--- config.mk ---
export PLATFORM = sky130hd
export DESIGN_NAME = asd_decoder
export DESIGN_NICKNAME = d
export VERILOG_FILES = /design/src/asd_pkg.sv /design/src/asd_decoder.sv
export SDC_FILE = /design/constraint.sdc
export NUM_CORES = 1
export LEC_CHECK = 0
export ABC_AREA = 1
export BUFFER_PORTS_ARGS = -buffer_cell sky130_fd_sc_hd__buf_2
export CORE_AREA = 2 2 180 182
export DETAILED_ROUTE_END_ITERATION = 8
export DIE_AREA = 0 0 182 184
export HOLD_SLACK_MARGIN = 0.05
export PLACE_DENSITY = 0.59
export SYNTH_ARGS = -nofsm -noshare
export SYNTH_HDL_FRONTEND = slang
export SYNTH_SLANG_ARGS = --single-unit
--- constraint.sdc ---
create_clock -name mclk -period 7.9 [get_ports mclk]
set_input_delay 0 -clock mclk [delete_from_list [all_inputs] [get_ports mclk]]
set_output_delay 0 -clock mclk [all_outputs]
set_load 0.01 [all_outputs]
--- src/asd_pkg.sv ---
// constants for the cpu address space decoder
package asd_pkg;
    localparam int ADDR_W = 32;
    localparam int PHYS_W = 26;
    localparam int DISP_W = 16;
    localparam logic [25:0] ROM_WIN_TOP = 26'h00fffff;
    localparam logic [25:0] RAM_WIN_BASE = 26'h3ff0000;
    localparam logic [25:0] RAM_WIN_TOP = 26'h3ffefff;
    localparam logic [25:0] RAM_BASE_8K = 26'h3ffd000;
    localparam logic [25:0] RAM_BASE_16K = 26'h3ffb000;
    localparam logic [25:0] PERI_BASE = 26'h3fff000;
    localparam logic [25:0] PERI_TOP = 26'h3ffffff;
    localparam logic [25:0] ROM_TOP_16K = 26'h0003fff;
    localparam logic [25:0] ROM_TOP_32K = 26'h0007fff;
    localparam logic [25:0] ROM_TOP_64K = 26'h000ffff;
    localparam logic [25:0] ROM_TOP_128K = 26'h001ffff;
    localparam logic [25:0] ROM_TOP_256K = 26'h003ffff;
    localparam logic [25:0] FETCH_BYTES = 26'h0000004;
    localparam int ROM_KB_DEFAULT = 256;
    localparam int RAM_KB_DEFAULT = 16;
    localparam logic [1:0] SZ_BYTE = 2'h0;
    localparam logic [1:0] SZ_HALF = 2'h1;
    localparam logic [1:0] SZ_WORD = 2'h2;
    typedef enum logic [1:0] {
        ASD_TGT_NONE,
        ASD_TGT_ROM,
        ASD_TGT_RAM,
        ASD_TGT_PERI
    } asd_tgt_e;
endpackage
--- src/asd_decoder.sv ---
// cpu address space decoder: fetch path onto rom and ram, operand path onto rom, ram and peripherals
`timescale 1ns/1ps
module asd_decoder
    import asd_pkg::*;
#(
    parameter int ROM_KB = ROM_KB_DEFAULT,
    parameter int RAM_KB = RAM_KB_DEFAULT
) (
    input wire logic mclk,
    input wire logic rstn,
    // instruction fetch side
    input wire logic fetch_req,
    input wire logic [31:0] fetch_pc,
    output logic fetch_gnt,
    output logic [25:0] fetch_phys,
    output asd_tgt_e fetch_tgt,
    output logic fetch_fault,
    // operand side
    input wire logic op_req,
    input wire logic [31:0] op_base,
    input wire logic op_base_is_zero_register,
    input wire logic [15:0] signed_16bit_displacement,
    input wire logic op_we,
    input wire logic [1:0] op_size,
    input wire logic [31:0] op_wdata,
    input wire logic peri_byte_reg,
    output logic op_gnt,
    output logic op_done,
    output logic [31:0] op_rdata,
    output logic [31:0] op_vaddr,
    output logic op_fault,
    // rom/ram target port
    output logic mem_req,
    output asd_tgt_e mem_tgt,
    output logic [25:0] mem_addr,
    input wire logic [31:0] mem_rdata,
    // peripheral halfword port
    output logic peri_req,
    output logic peri_we,
    output logic [11:0] peri_addr,
    output logic [15:0] peri_wdata,
    input wire logic [15:0] peri_rdata,
    input wire logic peri_defined
);

    localparam logic [25:0] ROM_TOP = (ROM_KB == 16) ? ROM_TOP_16K :
        (ROM_KB == 32) ? ROM_TOP_32K : (ROM_KB == 64) ? ROM_TOP_64K :
        (ROM_KB == 128) ? ROM_TOP_128K : ROM_TOP_256K;
    localparam logic [25:0] RAM_BASE = (RAM_KB == 8) ? RAM_BASE_8K : RAM_BASE_16K;

    // region classification, shared by both paths
    function automatic asd_tgt_e classify(input logic [25:0] pa);
        if (pa <= ROM_TOP) begin
            return ASD_TGT_ROM;
        end else if (pa >= RAM_BASE && pa <= RAM_WIN_TOP) begin
            return ASD_TGT_RAM;
        end else if (pa >= PERI_BASE) begin
            return ASD_TGT_PERI;
        end
        return ASD_TGT_NONE;
    endfunction

    ////////////////////////////////////////////////////////////////////////
    // fetch path

    wire logic [25:0] pc_phys = fetch_pc[25:0];
    wire asd_tgt_e pc_tgt = classify(pc_phys);
    // a fetch that would land in the peripheral window is dropped, so a
    // prefetch running past the ram top makes no access there
    wire logic pc_is_peri = (pc_tgt == ASD_TGT_PERI);
    wire logic pc_ok = (pc_tgt == ASD_TGT_ROM) || (pc_tgt == ASD_TGT_RAM);

    ////////////////////////////////////////////////////////////////////////
    // operand path

    wire logic [31:0] disp_ext = {{16{signed_16bit_displacement[15]}},
        signed_16bit_displacement};
    wire logic [31:0] base_eff = op_base_is_zero_register ? 32'h00000000 : op_base;
    wire logic [31:0] op_sum = base_eff + disp_ext;
    wire logic [25:0] op_phys = op_sum[25:0];
    wire logic [31:0] op_view = {{6{op_phys[25]}}, op_phys};
    wire asd_tgt_e op_tgt = classify(op_phys);

    typedef enum logic [1:0] {
        ASD_IDLE,
        ASD_PERI_LO,
        ASD_PERI_HI
    } asd_state_e;

    asd_state_e state_q, state_d;
    logic [25:0] pa_q;
    logic [31:0] wdata_q;
    logic we_q, word_q, byte_q;
    logic [15:0] lo_q;

    wire logic idle = (state_q == ASD_IDLE);
    wire logic op_start = idle && op_req;
    wire logic op_to_peri = (op_tgt == ASD_TGT_PERI);
    wire logic in_peri = !idle;
    wire logic peri_hi = (state_q == ASD_PERI_HI);

    // fetch has the shared rom/ram port only when no operand uses it
    wire logic op_mem = op_start && (op_tgt == ASD_TGT_ROM || op_tgt == ASD_TGT_RAM);
    assign op_gnt = op_start;
    assign fetch_gnt = fetch_req && !op_mem;

    always_comb begin
        state_d = state_q;
        unique case (state_q)
            ASD_IDLE: begin
                if (op_start && op_to_peri) begin
                    state_d = ASD_PERI_LO;
                end
            end
            ASD_PERI_LO: begin
                state_d = word_q ? ASD_PERI_HI : ASD_IDLE;
            end
            ASD_PERI_HI: begin
                state_d = ASD_IDLE;
            end
        endcase
    end

    always_ff @(posedge mclk or negedge rstn) begin
        if (!rstn) begin
            state_q <= ASD_IDLE;
            pa_q <= 26'h0000000;
            wdata_q <= 32'h00000000;
            we_q <= 1'b0;
            word_q <= 1'b0;
            byte_q <= 1'b0;
        end else begin
            state_q <= state_d;
            if (op_start) begin
                pa_q <= op_phys;
                wdata_q <= op_wdata;
                we_q <= op_we;
                word_q <= (op_size == SZ_WORD);
                byte_q <= peri_byte_reg && (op_size != SZ_BYTE);
            end
        end
    end

    // word accesses drop address bits 1..0 and the high half steps by two; halfword keeps its address
    wire logic [11:0] peri_off = word_q ? {pa_q[11:2], peri_hi, 1'b0} : pa_q[11:0];
    wire logic [15:0] peri_wd = peri_hi ? wdata_q[31:16] : wdata_q[15:0];
    // byte register: upper write byte discarded except on byte-size writes, read upper byte meaningless
    wire logic [15:0] peri_wd_eff = byte_q ? {8'h00, peri_wd[7:0]} : peri_wd;
    wire logic peri_rd_fault = in_peri && !peri_defined;
    wire logic [15:0] peri_rd_eff = peri_rd_fault ? 16'h0000 : peri_rdata;

    assign peri_req = in_peri && peri_defined;
    assign peri_we = we_q && peri_defined;
    assign peri_addr = peri_off;
    assign peri_wdata = peri_wd_eff;

    assign mem_req = op_mem || (fetch_gnt && pc_ok);
    assign mem_tgt = op_mem ? op_tgt : (fetch_gnt && pc_ok ? pc_tgt : ASD_TGT_NONE);
    assign mem_addr = op_mem ? op_phys : pc_phys;

    ////////////////////////////////////////////////////////////////////////
    // registered answers

    logic done_q, fault_q, ffault_q;
    logic [31:0] rdata_q, vaddr_q;
    logic [25:0] fphys_q;
    asd_tgt_e ftgt_q;

    wire logic peri_last = in_peri && (peri_hi || !word_q);
    wire logic mem_done = op_mem;
    wire logic none_done = op_start && (op_tgt == ASD_TGT_NONE);
    wire logic [31:0] peri_word = word_q ? {peri_rd_eff, lo_q} : {16'h0000, peri_rd_eff};

    always_ff @(posedge mclk or negedge rstn) begin
        if (!rstn) begin
            done_q <= 1'b0;
            fault_q <= 1'b0;
            rdata_q <= 32'h00000000;
            vaddr_q <= 32'h00000000;
            lo_q <= 16'h0000;
            fphys_q <= 26'h0000000;
            ftgt_q <= ASD_TGT_NONE;
            ffault_q <= 1'b0;
        end else begin
            done_q <= mem_done || none_done || peri_last;
            if (state_q == ASD_PERI_LO) begin
                lo_q <= peri_rd_eff;
            end
            if (op_start) begin
                vaddr_q <= op_view;
                fault_q <= (op_tgt == ASD_TGT_NONE);
                rdata_q <= op_mem ? mem_rdata : 32'h00000000;
            end else if (peri_last) begin
                fault_q <= fault_q || peri_rd_fault;
                rdata_q <= peri_word;
            end else if (in_peri) begin
                fault_q <= fault_q || peri_rd_fault;
            end
            if (fetch_gnt) begin
                fphys_q <= pc_phys;
                ftgt_q <= pc_ok ? pc_tgt : ASD_TGT_NONE;
                ffault_q <= !pc_ok;
            end
        end
    end

    assign op_done = done_q;
    assign op_fault = fault_q;
    assign op_rdata = rdata_q;
    assign op_vaddr = vaddr_q;
    assign fetch_phys = fphys_q;
    assign fetch_tgt = ftgt_q;
    assign fetch_fault = ffault_q;
endmodule

==> results.toml, run 1 <==
[drt]
vias = 9984
firstDrtPassIters = 5
ant_nets = 0
post_drt_via_cell_ratio = 4.63
drt_iter0_markers = 667
wl_per_cell_um = 15.0
detail_route.wirelength_um = 32500
remaining_drc_errors = 0

[power_and_ir_drop]
p_per_area_nw_per_um2 = 310
ir_drop_mv = 0.138
power.total_uw = 3920
share_seq_of_total_power = 0.316
internal_power_uw = 2280
switchingPower_uw = 1640
p_clk_frac = 0.219
combPwrFrac = 0.466
p_leak_uw = 0.00704
switching_share = 0.419

[global_route]
grt_pass1_wl_um = 50200
grt_max_degree = 87
track_usage = 0.191
overflow = 0
grt_pass1_vias = 9400
grt_antenna_before_repair = 1

[yosys]
yosysTopAreaCell = "dfrtp_1"
ys_seq_elements = 142
yosysMostFrequentCell = "nand2_1"
async_flop_share = 1.00
syn_inst = 1350
yosysTopAreaCellShare = 0.395
synth_ff_type = "dfrtp_1"
synth_area_per_cell_sq_um = 6.67
ys_seq_area_frac = 0.395
syn-cell-area_sq_um = 9010
syn-num-nets = 1549
synth-edff-count = 0
synth_warnings = 0
synthTopCellsByArea = "dfrtp_1 39%, nand2_1 21%, inv_1 6.2%, nor2_1 5.5%, nand3_1 5.3%"
synthTopCellsByCount = "507 x nand2_1, 148 x inv_1, 142 x dfrtp_1"
yosysUniqueCellTypes = 35

[sta]
period_share = 0.575
tightest_slew_ns = 1.10
relSlewSlack = 0.267
min_period_ns = 4.54
skew_ns = 0.00997
grt_setup_unrepaired = "false"
finalHoldViolCount = 0
setup_slack_ns = 3.36
tns_ns = 0
max_freq_mhz = 220
slew_violations = 0
finalSetupViolCount = 0

[cts]
postCtsSetupRepairBufs = 0
clk_path_buf_depth = 2
clk_pin_slew_worst_paths_ns = 0.06
cts-resized-gates = 0
cts-root-buf = "clkbuf_16"
cts_tree = "yes"
clkLatencyLatePin_ns = 0.43
numCtsBuffers = 17
ctsHtreeMaxLevel = 4
clkSinkCount = 142
cts_hold_buf = 124

[flow_run]
maxCapViolations = 0

[critical_path]
crit_path_start_kind = "input pin"
worstSetupPathType = "input pin to output pin"
crit_arrival_ns = 4.54
cp-end-kind = "output pin"
worstPathMaxFanout = 58
worstPathRequired_ns = 7.90

[run_status]
run_status = "finished, final reports clean"

[die]
die-area_sq_um = 33500
die_w_um = 182
fp.coreArea_sq_um = 31400
die_h_um = 184
io_pins = 326
rows = 65
start_util = 0.287

[placed_design]
place_congestion = 0.923
place_ws_ns = 3.28
place_hpwl_um = 23500
io_buffers = 313

[hold_path]
holdCritPathClass = "input pin to register"

[final_layout]
syn2layout_area_growth_pct = 40.3
layout-drive-gt1-share = 0.209
finalCoreUtilization = 0.402
final_nets = 1941
[stage by stage]
step	std cells	hold WS, ns	cell area (sq um)
after global routing	2157	0.126	12600
after global placement	2001	0.139	10800
after detailed placement	2001	0.142	10800
final	2157	0.119	12600
after CTS	2156	0.0938	12600
after floorplan	1350	-0.296	9010
[placed cells by master (no fill, tap or decap), types with 2 or more instances in the layout]
cell / n
o21ai_1: 2
nand4_1: 16
inv_2: 4
and2_1: 4
nand2_2: 5
buf_4: 6
o21ai_0: 61
a21oi_1: 66
ha_1: 28
clkbuf_8: 2
bufinv_16: 4
clkinv_4: 2
clkbuf_1: 2
nor2_1: 133
nor3_1: 18
clkinv_2: 2
xor2_1: 8
nor4_1: 3
nand2_1: 506
inv_1: 148
xnor2_1: 3
nand3b_1: 6
clkbuf_16: 17
nand3_1: 95
a211oi_1: 16
buf_2: 312
clkinvlp_4: 2
nor2_2: 6
dfrtp_1: 142
dlygate4sd3_1: 124
[layer usage]
| metal | global-route usage | part of all wire | vias up |
|---|---|---|---|
| met5 | 0 | 0 | - |
| met4 | 0.0723 | 0.030 | 0 |
| met3 | 0.0261 | 0.051 | 63 |
| met2 | 0.319 | 0.47 | 342 |
| met1 | 0.250 | 0.45 | 4569 |
| li1 | - | - | 5010 |
[cell families after synthesis]
| kind of cell | after synthesis | synth area share |
|---|---|---|
| XOR/XNOR | 11 | 0.0107 |
| AO/OA/AOI/OAI | 148 | 0.0878 |
| adder cells (fa/ha/maj) | 29 | 0.0411 |
| flip-flops | 142 | 0.395 |
| AND/OR/NAND/NOR | 797 | 0.362 |
| buffers and inverters | 223 | 0.104 |
[sequential cells by signal, indices dropped and copies added, names as in the netlist]
name,cells
op_vaddr,15
state_q,2
op_rdata,32
lo_q,16
fetch_phys,26
wdata_q,32
byte_q,1
op_done,1
fetch_fault,1
fetch_tgt,2
word_q,1
pa_q,11
we_q,1
op_fault,1
[layout make-up]
type                            count  area (sq um)
Fill cell                        3276         18800
Antenna cell                        1          2.50
Timing Repair Buffer              443          2860
Sequential cell                   142          3550
Inverter                          153           574
Clock buffer                       21           460
Tap cell                          402           503
Multi-Input combinational cell    985          4520
Clock inverter                     10           163
[worst max-delay path, cell delays in order]
cell and delay [ns]:
buf_2 0.24, nor2_1 0.17, ha_1 0.23, inv_1 0.07, fa_1 0.41, inv_1 0.11, nand3_1 0.09, nand2_2 0.13
nand2_1 0.06, nand2_1 0.16, nand2_1 0.10, nand3_1 0.08, nand2_1 0.12, nor2_1 0.20, nand2_1 0.10, nand2_1 0.09
nor2_2 0.05, nand2_2 0.08, nand2_4 0.23, nand2_2 0.12, buf_4 0.48, nand2_1 0.81, inv_1 0.22, buf_2 0.17
[power groups by stage]
stage / Combinational (uW) / Sequential (uW) / Clock (uW)
after global placement: 1670 / 1230 / 0
after CTS: 1820 / 1230 / 877
after global routing: 2040 / 1270 / 909
after floorplan: 1040 / 1270 / 0
final: 1830 / 1240 / 857
after detailed placement: 1690 / 1240 / 0
[final timing paths]
| kind | start | endpoint | slack, ns | depth (start not counted) |
|---|---|---|---|---|
| setup / recovery | op_base_is_zero_register | fetch_gnt | 3.36 | 24 |
| hold / removal | fetch_req | fetch_phys[7] | 0.12 | 3 |
| setup reg to reg | state_q[0] | op_rdata[28] | 3.98 | 12 |
| hold reg to reg | fetch_phys[23] | fetch_phys[23] | 0.46 | 2 |
| max in group asynchronous | rstn | pa_q[2] | 6.35 | 3 |
| min in group asynchronous | rstn | op_rdata[2] | 0.22 | 2 |
Power figures use the tool's default switching activity.
==> run 2: changes to the inputs <==
Clock period 7.9 ns to 4.2 ns, I/O delays scaled along.
==> run 2 against run 1 <==
Core utilization up 0.092 points. First-iteration DRC count down 1.2%. Combinational power is 88% higher. Global-route usage increased by 0.49 points. Critical endpoint is now mem_tgt[0]. Cell count grew 0.19%. Largest cell class unchanged. Sequential power up 88%. Critical path depth fell by 1. Clock skew down 0.0014 ns. Clock-buffer cell count fell by 4. Clock power rose by 88%.
==> results.toml, run 2 (synthesis gave the netlist of run 1 again) <==
[run_status]
run_status = "finished, final reports clean"

[global_route]
grt_pass1_vias = 9816
grt_max_degree = 93
grt_antenna_before_repair = 0
grt_pass1_wl_um = 51800
overflow = 0
track_usage = 0.196

[critical_path]
startpoint = "op_base_is_zero_register"
worst-path-stages = 23
worstPathCellList = "buf_2, nor2_1, ha_1, inv_1, fa_1, inv_1, nand3_1, nand2_2, nand2_1, nand2_1, nand2_1, nand3b_1, nand2_1, nor2_1, nand2_1, nor2_2, nand2_2, nand2_4, nand2_2, buf_4, nand3b_1, nand2_1, buf_2"
worstSetupEndpoint = "mem_tgt[0]"
regToRegSetupSlack_ns = 0.83
worstPathMaxFanout = 25
rr_worst_depth = 8
cp_common_cell = "nand2_1"
worstSetupPathType = "input pin to output pin"
rr_endpoint = "op_rdata[16]"
worstPathRequired_ns = 4.20
critPathMaxStageDelay_ns = 0.41
path_buf_inv = 5
regToRegStartpoint = "state_q[0]"
cp-end-kind = "output pin"
crit_arrival_ns = 3.63
crit_path_start_kind = "input pin"
critPathSlowestCell = "fa_1"
cp_top_family = "simple AND/OR/NAND/NOR gates"

[drt]
post_drt_via_cell_ratio = 4.62
ant_nets = 0
vias = 9994
drt_iter0_markers = 659
detail_route.wirelength_um = 32800
remaining_drc_errors = 0
wl_per_cell_um = 15.2
firstDrtPassIters = 7

[final_layout]
layout-drive-gt1-share = 0.213
n_antenna_cell = 0
final_nets = 1946
syn2layout_area_growth_pct = 40.6
mostFrequentLayoutCell = "nand2_1"
final_cell_mix = "506 x nand2_1, 312 x buf_2, 148 x inv_1"

[cts]
ctsHtreeMaxLevel = 4
cts-resized-gates = 0
clk_pin_slew_worst_paths_ns = 0.07
clk_path_buf_depth = 2
clkSinkCount = 142
clkLatencyLatePin_ns = 0.42
cts_tree = "yes"
cts-root-buf = "clkbuf_16"
numCtsBuffers = 17
postCtsSetupRepairBufs = 0

[power_and_ir_drop]
combPwrFrac = 0.466
ir_drop_mv = 0.256
internal_power_uw = 4250
switching_share = 0.424
p_per_area_nw_per_um2 = 582
p_leak_uw = 0.00706
switchingPower_uw = 3130
share_seq_of_total_power = 0.316
p_clk_frac = 0.218

[placed_design]
place_congestion = 0.935
io_buffers = 313
place_hpwl_um = 23900

[sta]
finalHoldViolCount = 0
finalSetupViolCount = 0
min_period_ns = 3.63
relSlewSlack = 0.239
fin_hold_ws_ns = 0.0896
tightest_slew_ns = 1.14
skew_ns = 0.00854
grt_setup_unrepaired = "false"
slew_violations = 0
tns_ns = 0
max_freq_mhz = 275
period_share = 0.864

[hold_path]
holdCritPathClass = "input pin to register"

[die]
die_w_um = 182
io_pins = 326
die_h_um = 184
die-area_sq_um = 33500
rows = 65
fp.coreArea_sq_um = 31400
start_util = 0.287

[flow_run]
maxCapViolations = 0
==> run 2: cell types whose count changed in the layout (fill, tap and decap cells not counted) <==
| cell | previous run | this run |
|---|---|---|
| buf_4 | 6 | 12 |
| clkbuf_1 | 2 | 0 |
| clkbuf_8 | 2 | 0 |
| clkinv_2 | 2 | 3 |
| clkinvlp_4 | 2 | 4 |
| diode_2 | 1 | 0 |
| dlygate4sd3_1 | 124 | 123 |
| inv_8 | 0 | 1 |
==> run 2: layer usage <==
layer | wire, um | GRT usage | up-vias
li1 | - | - | 5019
met1 | 14700 | 0.259 | 4550
met2 | 15500 | 0.323 | 356
met3 | 1660 | 0.0275 | 69
met4 | 1000 | 0.0768 | 0
met5 | 0 | 0 | -
==> run 2: worst min path at each step <==
| stage | start | endpoint | slack (ns) | depth (start not counted) |
|---|---|---|---|---|
| 3_3_place_gp | rstn | op_rdata[17] | 0.13 | 1 |
| 4_1_cts | signed_16bit_displacement[0] | pa_q[0] | 0.07 | 4 |
| 6_report | signed_16bit_displacement[0] | pa_q[0] | 0.09 | 4 |
| 5_1_grt | signed_16bit_displacement[0] | pa_q[0] | 0.11 | 4 |
| 3_5_place_dp | rstn | op_rdata[18] | 0.14 | 1 |
| 2_1_floorplan | rstn | byte_q | -0.30 | 0 |
==> run 2: timing repair <==
| action | CTS | global route |
|---|---|---|
| hold endpoints to repair | 194 | 0 |
| endpoints found under the setup margin | 0 | 0 |
| hold buffers | 123 | 0 |
==> run 2: area by class of cell <==
class | instances | area, sq um
clock buffers | 17 | 425
clock inverters | 14 | 194
fillers | 3329 | 18700
inverters | 153 | 574
multi-input cells | 985 | 4520
flip-flops and latches | 142 | 3550
well taps | 402 | 503
repair buffers | 448 | 2890
==> run 2: worst register-to-register path, delay by kind of cell, from the launching register on <==
kind | cells | cell delay [ns]
compound gates | 1 | 0.19
fa+ha+maj | 1 | 0.30
buf+inv | 4 | 1.81
flops | 1 | 0.42
simple gates | 2 | 0.59
==> run 2: power by group through the flow <==
stage / clock (uW) / sequential, uW / combinational, uW
3_5_place_dp: 0 / 2350 / 3190
2_1_floorplan: 0 / 2390 / 1950
4_1_cts: 1650 / 2330 / 3420
6_report: 1610 / 2330 / 3440
3_3_place_gp: 0 / 2320 / 3150
5_1_grt: 1710 / 2400 / 3850
==> run 2: per-stage QoR <==
step / power (uW) / utilization / instances / cell area (sq um) / setup slack (ns)
2_1_floorplan: 4340 / - / 1350 / 9010 / 1.44
3_3_place_gp: 5470 / 0.344 / 2007 / 10800 / 0.702
3_5_place_dp: 5540 / 0.344 / 2007 / 10800 / 0.583
4_1_cts: 7400 / 0.403 / 2161 / 12700 / 0.567
5_1_grt: 7970 / 0.403 / 2161 / 12700 / 0.224
6_report: 7380 / 0.403 / 2161 / 12700 / 0.570
